## src/verilog/scrs_pkg.sv

```systemverilog
// Package: constants, modes and register layout for the start-up clock and reset sequencer
`default_nettype none
package scrs_pkg;
   // ==========================================
   // Timing
   // ==========================================
   localparam int unsigned CLK_PERIOD_NS        = 100;
   localparam int unsigned POWER_ON_DELAY_US    = 10;
   localparam int unsigned POWER_UP_DELAY_US    = 64000;
   localparam int unsigned FAIL_MON_DELAY_US    = 100;
   localparam int unsigned OST_CYCLES_DEF       = 1024;
   localparam int unsigned POWER_ON_CYC  = (POWER_ON_DELAY_US * 1000 + CLK_PERIOD_NS - 1)
                                           / CLK_PERIOD_NS;
   localparam int unsigned POWER_UP_CYC  = (POWER_UP_DELAY_US * 1000 + CLK_PERIOD_NS - 1)
                                           / CLK_PERIOD_NS;
   localparam int unsigned FAIL_MON_CYC  = (FAIL_MON_DELAY_US * 1000 + CLK_PERIOD_NS - 1)
                                           / CLK_PERIOD_NS;
   localparam int unsigned CNT_W = 20;

   // ==========================================
   // APB register offsets
   // ==========================================
   localparam logic [7:0] OFS_CONFIG  = 8'h00;
   localparam logic [7:0] OFS_OSCCTL  = 8'h04;
   localparam logic [7:0] OFS_RSTCTL  = 8'h08;
   localparam logic [7:0] OFS_IRQ_ST  = 8'h0c;
   localparam logic [7:0] OFS_IRQ_EN  = 8'h10;
   localparam logic [7:0] OFS_IRQ_CLR = 8'h14;

   // Field positions
   localparam int unsigned CFG_FPR_LSB   = 0;
   localparam int unsigned CFG_FOS_LSB   = 8;
   localparam int unsigned CFG_CLOCK_FAIL_MONITOR_BIT  = 12;
   localparam int unsigned CFG_POWER_UP_TIMER_BIT  = 13;
   localparam int unsigned CFG_BOREN_BIT = 14;
   localparam int unsigned OSC_LOCK_BIT  = 5;
   localparam int unsigned OSC_CF_BIT    = 3;
   localparam int unsigned OSC_REQ_BIT   = 0;
   localparam int unsigned RESET_CONTROL_REG_BOR_BIT  = 1;
   localparam int unsigned RESET_CONTROL_REG_POR_BIT  = 0;

   // Reset values
   localparam logic [31:0] CONFIG_RST = 32'h0000_6000;
   localparam logic [1:0]  RESET_CONTROL_REG_RST   = 2'h1;

   // Interrupt events
   localparam int unsigned IRQ_N        = 3;
   localparam int unsigned IRQ_CLKFAIL  = 0;
   localparam int unsigned IRQ_BROWNOUT = 1;
   localparam int unsigned IRQ_RELEASE  = 2;

   // ==========================================
   // Oscillator group and mode
   // ==========================================
   localparam logic [2:0] FOS_FRC  = 3'h0;
   localparam logic [2:0] FOS_LOW_POWER_INTERNAL_RC = 3'h1;
   localparam logic [2:0] FOS_PRI  = 3'h3;
   localparam logic [4:0] FPR_XT       = 5'h04;
   localparam logic [4:0] FPR_XT_PLL4  = 5'h05;
   localparam logic [4:0] FPR_XT_PLL8  = 5'h06;
   localparam logic [4:0] FPR_XT_PLL16 = 5'h07;
   localparam logic [4:0] FPR_HS       = 5'h02;
   localparam logic [4:0] FPR_HS2_4    = 5'h10;
   localparam logic [4:0] FPR_HS2_8    = 5'h11;
   localparam logic [4:0] FPR_HS2_16   = 5'h12;
   localparam logic [4:0] FPR_HS3_4    = 5'h14;
   localparam logic [4:0] FPR_HS3_8    = 5'h15;
   localparam logic [4:0] FPR_HS3_16   = 5'h16;
   localparam logic [4:0] FPR_EC       = 5'h0b;
   localparam logic [4:0] FPR_EXTERNAL_CLOCK_PIN_IO     = 5'h0c;
   localparam logic [4:0] FPR_EC_PLL4  = 5'h0d;
   localparam logic [4:0] FPR_EC_PLL8  = 5'h0e;
   localparam logic [4:0] FPR_EC_PLL16 = 5'h0f;
   localparam logic [4:0] FPR_ERC      = 5'h09;
   localparam logic [4:0] FPR_EXTERNAL_RC_PIN_IO    = 5'h08;

   typedef enum logic [1:0] {SRC_FRC, SRC_LOW_POWER_INTERNAL_RC, SRC_PRIMARY} scrs_src_e;

   typedef struct packed {
      scrs_src_e  src;
      logic       crystal;
      logic       use_pll;
      logic [1:0] pll_mult;    // 0:x4 1:x8 2:x16
      logic [1:0] pre_div;     // 0:/1 1:/2 2:/3
      logic       osc2_fosc4;
   } scrs_clk_sel_s;

   typedef struct packed {
      logic osc_running;
      logic ost_done;
      logic pll_lock;
   } scrs_osc_stat_s;
endpackage : scrs_pkg
`default_nettype wire

```

## src/verilog/scrs_mode_decode.sv

```systemverilog
// Decoder from configuration fields to clock path selection
`timescale 1ns/100ps
`default_nettype none
module scrs_mode_decode
   import scrs_pkg::*;
(
   input  wire logic [2:0]    osc_group_select,
   input  wire logic [4:0]    primary_osc_mode,
   output scrs_pkg::scrs_clk_sel_s sel
);
   always_comb begin
      sel = '0;
      sel.src = SRC_PRIMARY;
      if (osc_group_select == FOS_FRC) begin
         sel.src = SRC_FRC;
      end else if (osc_group_select == FOS_LOW_POWER_INTERNAL_RC) begin
         sel.src = SRC_LOW_POWER_INTERNAL_RC;
      end else begin
         unique case (primary_osc_mode)
            FPR_XT, FPR_HS: sel.crystal = 1'b1;
            FPR_XT_PLL4, FPR_XT_PLL8, FPR_XT_PLL16: begin
               sel.crystal  = 1'b1;
               sel.use_pll  = 1'b1;
               sel.pll_mult = primary_osc_mode[1:0] - 2'h1;
            end
            FPR_HS2_4, FPR_HS2_8, FPR_HS2_16: begin
               sel.crystal  = 1'b1;
               sel.use_pll  = 1'b1;
               sel.pre_div  = 2'h1;
               sel.pll_mult = primary_osc_mode[1:0];
            end
            FPR_HS3_4, FPR_HS3_8, FPR_HS3_16: begin
               sel.crystal  = 1'b1;
               sel.use_pll  = 1'b1;
               sel.pre_div  = 2'h2;
               sel.pll_mult = primary_osc_mode[1:0];
            end
            FPR_EC_PLL4, FPR_EC_PLL8, FPR_EC_PLL16: begin
               sel.use_pll  = 1'b1;
               sel.pll_mult = primary_osc_mode[1:0] - 2'h1;
            end
            FPR_ERC: sel.osc2_fosc4 = 1'b1;
            default: sel.crystal = 1'b0;
         endcase
      end
   end
endmodule // scrs_mode_decode
`default_nettype wire

```

## src/verilog/scrs_sync.sv

```systemverilog
// Two-flop synchroniser for a vector of asynchronous levels
`timescale 1ns/100ps
`default_nettype none
module scrs_sync #(
   parameter int unsigned W = 1
) (
   input  wire logic         ref_clk,
   input  wire logic         reset_n,
   input  wire logic [W-1:0] d,
   output logic      [W-1:0] q
);
   typedef struct packed {
      logic [W-1:0] s1;
      logic [W-1:0] s2;
   } scrs_sync_s;
   scrs_sync_s r_q;
   scrs_sync_s r_d;
   always_comb begin
      r_d.s1 = d;
      r_d.s2 = r_q.s1;
   end
   always_ff @(posedge ref_clk or negedge reset_n) begin
      if (!reset_n) begin
         r_q <= '0;
      end else begin
         r_q <= r_d;
      end
   end
   assign q = r_q.s2;
endmodule // scrs_sync
`default_nettype wire

```

## src/verilog/scrs_top.sv

```systemverilog
// Start-up clock and reset sequencer with APB registers
//
// Local design decisions: the address map and the APB register port.
`timescale 1ns/100ps
`default_nettype none
module scrs_top
   import scrs_pkg::*;
#(
   parameter int unsigned POWER_UP_CYCLES = POWER_UP_CYC,
   parameter int unsigned OST_CYCLES      = OST_CYCLES_DEF
) (
   input  wire logic             ref_clk,
   input  wire logic             reset_n,
   input  wire logic             psel,
   input  wire logic             penable,
   input  wire logic             pwrite,
   input  wire logic [7:0]       paddr,
   input  wire logic [31:0]      pwdata,
   output logic      [31:0]      prdata,
   output logic                  pready,
   output logic                  pslverr,
   input  wire logic             brownout_detect,
   input  wire logic             osc_running_in,
   input  wire logic             pll_lock_in,
   input  wire logic             sleep_or_idle,
   output logic                  internal_reset_n,
   output logic                  clock_fail_trap,
   output logic      [1:0]       sys_clk_src,
   output logic                  pll_enable,
   output logic      [1:0]       pll_mult,
   output logic      [1:0]       pll_pre_div,
   output logic                  osc2_fosc4_en,
   output logic                  irq
);
   import scrs_pkg::*;

   // ==========================================
   // Input synchronisation and mode decode
   // ==========================================
   logic [3:0]     sync_q;
   scrs_clk_sel_s  sel;
   logic           bor_pin, osc_run, pll_lk, sys_clk_seen;

   scrs_sync #(.W(4)) u_sync (
      .ref_clk (ref_clk),
      .reset_n (reset_n),
      .d       ({brownout_detect, osc_running_in, pll_lock_in, sleep_or_idle}),
      .q       (sync_q)
   );
   assign bor_pin = sync_q[3];
   assign osc_run = sync_q[2];
   assign pll_lk  = sync_q[1];

   typedef enum logic [2:0] {ST_POR, ST_WAIT, ST_RUN, ST_TRAP} scrs_state_e;

   typedef struct packed {
      scrs_state_e    state;
      logic [31:0]    cfg;
      logic [1:0]     reset_control_reg;
      logic           osc_req;
      logic           on_fast_rc;
      logic [CNT_W-1:0] por_cnt;
      logic [CNT_W-1:0] power_up_timer_cnt;
      logic [CNT_W-1:0] ost_cnt;
      logic           bor_prev;
      logic [IRQ_N-1:0] irq_st;
      logic [IRQ_N-1:0] irq_en;
      logic           rst_n;
      logic           trap;
      logic [31:0]    rdata;
      logic           ready;
      logic           slverr;
      logic           irq;
      logic [1:0]     src;
      logic           pll_en;
      logic [1:0]     mult;
      logic [1:0]     prediv;
      logic           fosc4;
   } scrs_state_s;

   scrs_state_s r_q;
   scrs_state_s r_d;

   scrs_mode_decode u_decode (
      .osc_group_select (r_q.cfg[CFG_FOS_LSB +: 3]),
      .primary_osc_mode (r_q.cfg[CFG_FPR_LSB +: 5]),
      .sel              (sel)
   );

   logic clock_fail_monitor_en, power_up_timer_en, bor_en;
   assign clock_fail_monitor_en = r_q.cfg[CFG_CLOCK_FAIL_MONITOR_BIT];
   assign power_up_timer_en = r_q.cfg[CFG_POWER_UP_TIMER_BIT];
   assign bor_en  = r_q.cfg[CFG_BOREN_BIT];

   // Internal and external RC and external clock need no start-up wait
   assign sys_clk_seen = (sel.src != SRC_PRIMARY) || !sel.crystal ? 1'b1 : osc_run;

   // ==========================================
   // Sequencer
   // ==========================================
   logic bor_evt, delays_done, clk_ready, apb_wr, apb_rd;
   logic [IRQ_N-1:0] evt;
   logic [CNT_W-1:0] power_up_timer_target;

   always_comb begin
      // Brown-out detection ignores sleep_or_idle so it keeps working in low power
      bor_evt = bor_en && bor_pin && !r_q.bor_prev;
      apb_wr  = psel && penable && pwrite && !r_q.ready;
      apb_rd  = psel && penable && !pwrite && !r_q.ready;
      // Zero power-up delay on a crystal with the fail monitor on falls back to the monitor delay
      if (power_up_timer_en) begin
         power_up_timer_target = CNT_W'(POWER_UP_CYCLES);
      end else if (sel.crystal && clock_fail_monitor_en) begin
         power_up_timer_target = CNT_W'(FAIL_MON_CYC);
      end else begin
         power_up_timer_target = '0;
      end
      delays_done = (r_q.por_cnt >= CNT_W'(POWER_ON_CYC))
                    && (r_q.power_up_timer_cnt >= power_up_timer_target);
      clk_ready = sys_clk_seen
                  && (!sel.crystal || r_q.ost_cnt >= CNT_W'(OST_CYCLES))
                  && (!sel.use_pll || pll_lk);
      evt = '0;

      r_d          = r_q;
      r_d.bor_prev = bor_pin;
      r_d.ready    = 1'b0;
      r_d.slverr   = 1'b0;

      unique case (r_q.state)
         ST_POR: begin
            r_d.rst_n   = 1'b0;
            r_d.por_cnt = '0;
            r_d.power_up_timer_cnt = '0;
            r_d.ost_cnt = '0;
            r_d.on_fast_rc = 1'b0;
            r_d.trap    = 1'b0;
            r_d.state   = ST_WAIT;
         end
         ST_WAIT: begin
            if (r_q.por_cnt < CNT_W'(POWER_ON_CYC)) r_d.por_cnt = r_q.por_cnt + 1'b1;
            // Power-up delay follows the power-on delay, so the two add up
            if (r_q.por_cnt >= CNT_W'(POWER_ON_CYC) && r_q.power_up_timer_cnt < power_up_timer_target) begin
               r_d.power_up_timer_cnt = r_q.power_up_timer_cnt + 1'b1;
            end
            if (osc_run && r_q.ost_cnt < CNT_W'(OST_CYCLES)) begin
               r_d.ost_cnt = r_q.ost_cnt + 1'b1;
            end
            if (delays_done && clk_ready) begin
               r_d.rst_n = 1'b1;
               r_d.state = ST_RUN;
               evt[IRQ_RELEASE] = 1'b1;
            end else if (delays_done && clock_fail_monitor_en) begin
               r_d.trap       = 1'b1;
               r_d.on_fast_rc = 1'b1;
               r_d.rst_n      = 1'b1;
               r_d.state      = ST_TRAP;
               evt[IRQ_CLKFAIL] = 1'b1;
            end
            // Without the monitor the device just stays held until the clock arrives
         end
         ST_RUN: r_d.state = ST_RUN;
         ST_TRAP: begin
            // Start-up timer keeps running so software can move back to the crystal
            if (osc_run && r_q.ost_cnt < CNT_W'(OST_CYCLES)) begin
               r_d.ost_cnt = r_q.ost_cnt + 1'b1;
            end
            if (apb_wr && paddr == OFS_OSCCTL && pwdata[OSC_REQ_BIT] && clk_ready) begin
               r_d.on_fast_rc = 1'b0;
               r_d.trap       = 1'b0;
               r_d.state      = ST_RUN;
            end
         end
         default: r_d.state = ST_POR;
      endcase

      if (bor_evt) begin
         r_d.state = ST_POR;
         r_d.rst_n = 1'b0;
         r_d.reset_control_reg[RESET_CONTROL_REG_BOR_BIT] = 1'b1;
         evt[IRQ_BROWNOUT] = 1'b1;
      end

      // Clock source, PLL enable and fosc/4 follow the decoded mode unless trapped onto fast RC; mult and pre-divide always follow it
      r_d.src    = r_q.on_fast_rc ? 2'(SRC_FRC) : 2'(sel.src);
      r_d.pll_en = sel.use_pll && !r_q.on_fast_rc;
      r_d.mult   = sel.pll_mult;
      r_d.prediv = sel.pre_div;
      r_d.fosc4  = sel.osc2_fosc4 && !r_q.on_fast_rc;

      // ======================================
      // APB slave, one wait state
      // ======================================
      if (psel && penable && !r_q.ready) begin
         r_d.ready = 1'b1;
      end
      if (apb_wr) begin
         unique case (paddr)
            OFS_CONFIG:  r_d.cfg = pwdata;
            OFS_OSCCTL:  r_d.osc_req = pwdata[OSC_REQ_BIT];
            OFS_RSTCTL:  r_d.reset_control_reg = r_q.reset_control_reg & pwdata[1:0];
            OFS_IRQ_EN:  r_d.irq_en = pwdata[IRQ_N-1:0];
            OFS_IRQ_CLR: r_d.irq_st = r_q.irq_st & ~pwdata[IRQ_N-1:0];
            OFS_IRQ_ST:  r_d.slverr = 1'b0;
            default:     r_d.slverr = 1'b1;
         endcase
      end
      if (bor_evt) r_d.reset_control_reg[RESET_CONTROL_REG_BOR_BIT] = 1'b1;
      r_d.irq_st = r_d.irq_st | evt;
      r_d.irq    = |(r_d.irq_st & r_d.irq_en);
      if (apb_rd) begin
         unique case (paddr)
            OFS_CONFIG: r_d.rdata = r_q.cfg;
            OFS_OSCCTL: r_d.rdata = 32'({pll_lk, 1'b0, r_q.trap, 2'h0, r_q.osc_req});
            OFS_RSTCTL: r_d.rdata = 32'(r_q.reset_control_reg);
            OFS_IRQ_ST: r_d.rdata = 32'(r_q.irq_st);
            OFS_IRQ_EN: r_d.rdata = 32'(r_q.irq_en);
            OFS_IRQ_CLR: r_d.rdata = 32'h0000_0000;
            default: begin
               r_d.rdata  = 32'h0000_0000;
               r_d.slverr = 1'b1;
            end
         endcase
      end
   end

   always_ff @(posedge ref_clk or negedge reset_n) begin
      if (!reset_n) begin
         r_q        <= '0;
         r_q.state  <= ST_POR;
         r_q.cfg    <= CONFIG_RST;
         r_q.reset_control_reg   <= RESET_CONTROL_REG_RST;
      end else begin
         r_q <= r_d;
      end
   end

   assign prdata           = r_q.rdata;
   assign pready           = r_q.ready;
   assign pslverr          = r_q.slverr;
   assign internal_reset_n = r_q.rst_n;
   assign clock_fail_trap  = r_q.trap;
   assign sys_clk_src      = r_q.src;
   assign pll_enable       = r_q.pll_en;
   assign pll_mult         = r_q.mult;
   assign pll_pre_div      = r_q.prediv;
   assign osc2_fosc4_en    = r_q.fosc4;
   assign irq              = r_q.irq;

   // ==========================================
   // Checks
   // ==========================================
   AST_BOR_FLAG: assert property (@(posedge ref_clk) disable iff (!reset_n)
      (bor_evt |=> r_q.reset_control_reg[RESET_CONTROL_REG_BOR_BIT] && !internal_reset_n))
      else $error("brown-out flag or reset missing");
   AST_BOR_RESET: assert property (@(posedge ref_clk) disable iff (!reset_n)
      (bor_evt |=> r_q.state == ST_POR))
      else $error("brown-out did not restart sequence");
   AST_TRAP_FRC: assert property (@(posedge ref_clk) disable iff (!reset_n)
      ($rose(clock_fail_trap) |=> sys_clk_src == 2'(SRC_FRC)))
      else $error("trap did not move to fast RC");
   AST_TRAP_COND: assert property (@(posedge ref_clk) disable iff (!reset_n)
      ($rose(clock_fail_trap) |-> $past(clock_fail_monitor_en) && !$past(clk_ready)))
      else $error("trap without cause");
   AST_RELEASE: assert property (@(posedge ref_clk) disable iff (!reset_n)
      ($rose(internal_reset_n) |-> $past(delays_done)))
      else $error("reset released early");
   AST_PLL_HOLD: assert property (@(posedge ref_clk) disable iff (!reset_n)
      (r_q.state == ST_WAIT && sel.use_pll && !pll_lk && !clock_fail_monitor_en
       |=> !internal_reset_n))
      else $error("released without pll lock");
   AST_NOCLK_HOLD: assert property (@(posedge ref_clk) disable iff (!reset_n)
      (r_q.state == ST_WAIT && !clock_fail_monitor_en && !clk_ready |=> !internal_reset_n))
      else $error("released without clock");
   AST_FOSC4: assert property (@(posedge ref_clk) disable iff (!reset_n)
      (osc2_fosc4_en |-> $past(sel.osc2_fosc4)))
      else $error("fosc4 output in wrong mode");
endmodule // scrs_top
`default_nettype wire

```

## config.mk

```make
export PLATFORM = sky130hd
export DESIGN_NAME = scrs_top
export DESIGN_NICKNAME = d
export VERILOG_FILES = /design/src/verilog/scrs_pkg.sv /design/src/verilog/scrs_mode_decode.sv /design/src/verilog/scrs_sync.sv /design/src/verilog/scrs_top.sv
export SDC_FILE = /design/constraint.sdc
export NUM_CORES = 1
export LEC_CHECK = 0
export BUFFER_PORTS_ARGS = -buffer_cell sky130_fd_sc_hd__buf_4
export CORE_MARGIN = 10
export CORE_UTILIZATION = 60
export DETAILED_ROUTE_END_ITERATION = 8
export GPL_TIMING_DRIVEN = 0
export PLACE_DENSITY_LB_ADDON = 0.05
export SETUP_SLACK_MARGIN = 0.15
export SLEW_MARGIN = 25
export SYNTH_ARGS = -nofsm -noshare
export SYNTH_HDL_FRONTEND = slang
export SYNTH_SLANG_ARGS = --single-unit
```

## constraint.sdc

```tcl
create_clock -name ref_clk -period 8.4 [get_ports ref_clk]
set_input_delay 0.42 -clock ref_clk [delete_from_list [all_inputs] [get_ports ref_clk]]
set_output_delay 0.42 -clock ref_clk [all_outputs]
set_load 0.1 [all_outputs]
```

**Word level (Yosys, flattened, before mapping)**

Cells that the tools add are included.
W data, S select, Z words.

- Register bits after elaboration: 159
- Input bits: 49
- Output and inout port bits: 45
- Word-level logic and storage cells: 181

- Add/sub/neg operators: 4
- $lt $le $gt $ge: 6
- Equal/unequal tests: 33
- Mux-type cells: 51
- Bitwise logic cells: 5
- Reductions and logical operators: 57

Operator list:

| cell | count |
|---|---|
| $pmux W32 S5 | 1 |
| $mux W20 | 4 |
| $pmux W40 S2 | 1 |
| $add A20 B1 Y20 const B | 3 |
| $pmux W20 S2 | 1 |
| $eq A5 B5 Y1 const B | 6 |
| $mux W1 | 22 |
| $logic_and A1 B1 Y1 | 21 |
| $mux W3 | 7 |
| $eq A5 B3 Y1 const B | 4 |
| $eq A5 B4 Y1 const B | 4 |
| $ge A20 B11 Y1 const B | 1 |
| $ge A20 B20 Y1 | 1 |
| $ge A20 B7 Y1 const B | 1 |
| $lt A20 B11 Y1 const B | 1 |
| $lt A20 B20 Y1 | 1 |
| $lt A20 B7 Y1 const B | 1 |
| $reduce_and A2 Y1 | 9 |
| $reduce_or A6 Y1 | 3 |
| $eq A8 B4 Y1 const B | 2 |
| $eq A8 B5 Y1 const B | 2 |
| $mux W7 | 2 |
| $ne A2 B2 Y1 const B | 6 |
| $pmux W3 S4 | 1 |
| 29 further kinds | 51 |

**Longest topological paths before layout**

- Depth in word-level cells: 17
- Depth in mapped cells: 14
- Gate-level depth less buffers: 13

**Hierarchy**

A second synthesis with hierarchy kept.

- Cells, all modules: 640
- Area, all modules: 7307.0 um^2

Modules (own cells, without submodules):

| module | times used | cells each | area each (um^2) | sequential area each (um^2) |
|---|---|---|---|---|
| scrs_top | 1 | 605 | 6909.1 | 3732.3 |
| scrs_sync | 1 | 8 | 200.2 | 200.2 |
| scrs_mode_decode | 1 | 27 | 197.7 | 0.0 |

**Worst setup path before layout**

Ideal clock, no wire load.

- Path kind: reg-to-reg
- Start: reg r_q[116] in the netlist's numbering
- End: reg r_q[90] in the netlist's numbering
- Setup time: 0.078 ns
- Arrival: 3.320 ns
- Required time: 8.322 ns
- Path slack: 5.002 ns
- Stages on the path, launching flop included: 13
- Period minus slack after synthesis: 3.398 ns
- Path through: dfrtp_1 > inv_1 > ha_1 > nor3_1 > a2111o_1 > nand3b_1 > ha_1 > a21o_1 > a211o_1 > a311oi_1 > o211ai_2 > or4_1 > a21oi_1

- Cells in the longest elaborated chain, start to end: 12
- Elaborated cells on any way between the ends: 22
- Those cells by class: order compare (1); eq/ne (12); mux (5); reduce/logical (4)

Ends and longest elaborated chain:

| item | RTL line | source |
|---|---|---|
| start: declaration | scrs_top.sv:81 | `scrs_state_s r_q;` |
| start signal: assignment | scrs_top.sv:234 | `r_q <= r_d;` |
| $eq A5 B3 Y1 (tied with other cells) | scrs_mode_decode.sv:19 | `unique case (primary_osc_mode)` |
| $reduce_or A11 Y1 (no line) (*) | - |  |
| $mux W1 (*) | scrs_mode_decode.sv:19 |  |
| $mux W7 (*) | scrs_mode_decode.sv:16 | `end else if (osc_group_select == FOS_LOW_POWER_INTERNAL_RC) begin` |
| $mux W7 (*) | scrs_mode_decode.sv:14 | `if (osc_group_select == FOS_FRC) begin` |
| $logic_and A1 B1 Y1 (*) | scrs_top.sv:113 | `end else if (sel.crystal && clock_fail_monitor_en) begin` |
| $mux W10 (*) | scrs_top.sv:113 |  |
| $mux W20 (*) | scrs_top.sv:111 | `if (power_up_timer_en) begin` |
| $lt A20 B20 Y1 (*) | scrs_top.sv:143 | `if (r_q.por_cnt >= CNT_W'(POWER_ON_CYC) && r_q.power_up_timer_cnt < power_up_timer_target) begin` |
| $logic_and A1 B1 Y1 (*) | scrs_top.sv:143 |  |
| $ne A2 B2 Y1 (no line) (*) | - |  |
| $reduce_and A2 Y1 (no line) (*) | - |  |

Every way passes the cells marked *; elsewhere a longest branch is shown, timed or not.
A chain may end at the register's enable or synchronous reset.

**Worst setup path after layout**

Ends and elaborated chain as after synthesis.

==> flow_metrics.tcl <==
set metrics [dict create \
    area_growth_pct 21.8 \
    floorplan.initialDensity_pct 61.1 \
    firstDrtPassIters 5 \
    place_ws_ps 4540 \
    grt_pass1_vias 5698 \
    timing.max_cap.violations 0 \
    seq_area_frac_synth_pct 53.2 \
    crit_end "r_q[90]" \
    max-vdd-ir-drop_mv 0.161 \
    crit_chain "inv_1 > ha_1 > nor3_1 > a2111o_1 > nand3b_1 > ha_1 > a21o_1 > a211o_1 > a311oi_1 > o211ai_2 > buf_2 > o31ai_1 > a21oi_1" \
    power.leakage_uw 0.00464 \
    finalHoldViolCount 0 \
    cpPeakStageDelay_ps 440 \
    place.gp.congestion 0.858 \
    track_usage_pct 21.1 \
    ys_ff_latch 155 \
    power.density_nw_per_um2 216 \
    crit_required_ps 8680 \
    rows 40 \
    wl_mm 17.0 \
    relSlewSlack_pct 53.3 \
    avgSynthCellArea_um2 10.4 \
    drive_gt1_share_pct 23.3 \
    path_clk_slew_ps 60 \
    cts_tree "done" \
    die_x_um 130 \
    nets 883 \
    fin_util_pct 74.4 \
    yosysUniqueCellTypes 67 \
    fillers 835 \
    final_antenna_net_count 0 \
    antennaDiodeCount 0 \
    top_level_ports 94 \
    cp_max_fo 10 \
    ctsResizeCount 0 \
    min_path_type "primary input to register" \
    worstMarginPinSlew_ps 695 \
    rsz0062_at_grt "false" \
    endpoint_kind "register" \
    slowest_stage "dfrtp_1" \
    synth_async_sr_flop_share_pct 100 \
    globalRouteOverflowTotal 0 \
    synth_top_area_share_pct 52.1 \
    fin_cells 972 \
    netlist_instances 702 \
    netlist_top_cells_count "dfrtp_1, nand2_1, nor2_1" \
    fin_crit_sh_pct 47.0 \
    finClkSkew_ps 8.60 \
    r2r_end "r_q[90]" \
    die-area_um2 17000 \
    yosysMostFrequentCell "dfrtp_1" \
    synth.yosys.warnings 0 \
    h-tree-depth 4 \
    r2r_slack_ps 4450 \
    clkLatencyLatePin_ps 430 \
    portBuffers 90 \
    cts_num_sinks 155 \
    r2r_start "r_q[116]" \
    final-max-slew-violation-count 0 \
    grt_max_degree 86 \
    root_buffer "clkbuf_16" \
    post-dp-hpwl_mm 12.1 \
    critPathLaunchType "register" \
    yosys-top-cells-area "dfrtp_1, nand2_1, buf_4, ha_1, mux2_1" \
    placed_cells 940 \
    setup_slack_ps 4450 \
    status "finished, final reports clean" \
    wire_per_inst_um 17.5 \
    via_count 5640 \
    startpoint "r_q[116]" \
    dpl_cell_area_um2 8200 \
    max_freq_ghz 0.253 \
    grt_pass1_wl_mm 28.5 \
    fp.dieH_um 130 \
    grt_antenna_before_repair 0 \
    path_class "register to register" \
    post-route-drc-count 0 \
    cts_buffers 17 \
    synth_flop_cell "dfrtp_1" \
    r2r_cells 13 \
    fin_area_um2 8890 \
    post_drt_via_cell_ratio 5.80 \
    post_cts_buffers 0 \
    synth_edf_count 0 \
    coreArea_um2 12000 \
    cpMostUsedCell "ha_1" \
    final.setup.tns_ps 0 \
    arrival_ps 4230 \
    synth_fp_nets 772 \
    max-clock-path-buffers 2 \
    drtIter0Drc 495 \
    fin_crit_ps 3950 \
    syn_area_um2 7300 \
    finalSetupViolations 0 \
    synth_largest_area_cell "dfrtp_1" \
]
-- where the power goes --
| group | switching, uW | total, uW | internal, uW | leakage, uW |
|---|---|---|---|---|
| clock | 299 | 891 | 592 | 0.000329 |
| sequential | 42.6 | 834 | 791 | 0.00207 |
| combinational | 124 | 200 | 76.0 | 0.00224 |
-- placed cells by master (no fill, tap or decap), types with 8 or more instances in the layout --
cell type	instances
dfrtp_1	152
buf_4	129
nand2_1	106
nor2_1	46
nand3_1	41
o21ai_0	23
mux2_1	22
a21oi_1	21
ha_1	21
clkbuf_1	20
inv_1	18
clkbuf_16	17
and3_1	16
and2_1	14
nand4_1	13
nor3_1	12
mux2i_1	10
mux2_2	10
nor4_1	8
-- worst max-delay path: cells and delay by family, from the launching register on --
kind,cells,cell delay [ps]
AO/OA/AOI/OAI,7,1900
adder cells (fa/ha/maj),2,590
AND/OR/NAND/NOR,2,450
flip-flops,1,440
buffers and inverters,2,410
-- stage by stage --
| step | hold slack (ps) | power, uW |
|---|---|---|
| floorplan | 124 | 966 |
| global placement | 361 | 1030 |
| detailed placement | 368 | 1040 |
| CTS | 81.3 | 1940 |
| global route | 86.7 | 2000 |
| finish | 96.7 | 1920 |
-- cell families after synthesis --
| logic type | Yosys count | share of synthesized area (%) |
|---|---|---|
| buffers and inverters | 84 | 6.66 |
| AND/OR/NAND/NOR | 293 | 19.8 |
| XOR/XNOR | 6 | 0.720 |
| flip-flops | 155 | 53.2 |
| adder cells (fa/ha/maj) | 21 | 3.60 |
| multiplexers | 43 | 6.61 |
| AO/OA/AOI/OAI | 100 | 9.41 |
-- metal layers --
metal	GRT usage, %	vias to the layer above	share of wire, %
met1	26.4	2775	42
met2	35.3	180	50
met3	4.95	25	6.7
met5	0	-	0
li1	-	2660	-
met4	7.28	0	1.4
-- final cells by class --
cell class	count	area [um2]	area share, %
sequential	155	3880	43.6
multi-input combinational	463	2930	33.0
timing repair buffer	92	721	8.10
clock buffer	19	443	4.98
buffer	66	419	4.71
clock inverter	12	244	2.74
tap	147	184	2.07
inverter	18	67.6	0.760
-- worst min path at each step --
stage | from | to | cells past startpoint | slack [ps]
3_3_place_gp | u_sync.r_d[2] | u_sync.q[2] | 0 | 360
5_1_grt | brownout_detect | u_sync.r_d[3] | 1 | 90
3_5_place_dp | u_sync.r_d[1] | u_sync.q[1] | 0 | 370
4_1_cts | osc_running_in | u_sync.r_d[2] | 1 | 80
2_1_floorplan | reset_n | clock_fail_monitor_en | 0 | 120
6_report | brownout_detect | u_sync.r_d[3] | 1 | 100
-- registers in the layout, indices dropped and copies added (netlist names) --
name / count
r_q: 102
prdata: 32
u_sync.q: 3
u_sync.r_d: 3
pll_mult: 2
pll_pre_div: 2
sys_clk_src: 2
bor_en: 1
clock_fail_monitor_en: 1
internal_reset_n: 1
irq: 1
osc2_fosc4_en: 1
pll_enable: 1
power_up_timer_en: 1
pready: 1
pslverr: 1
-- repair_timing --
item,in CTS,in global routing
endpoints found under the hold margin,69,0
setup endpoints to repair,0,0
hold buffers,1,0
Power figures use the tool's default switching activity.
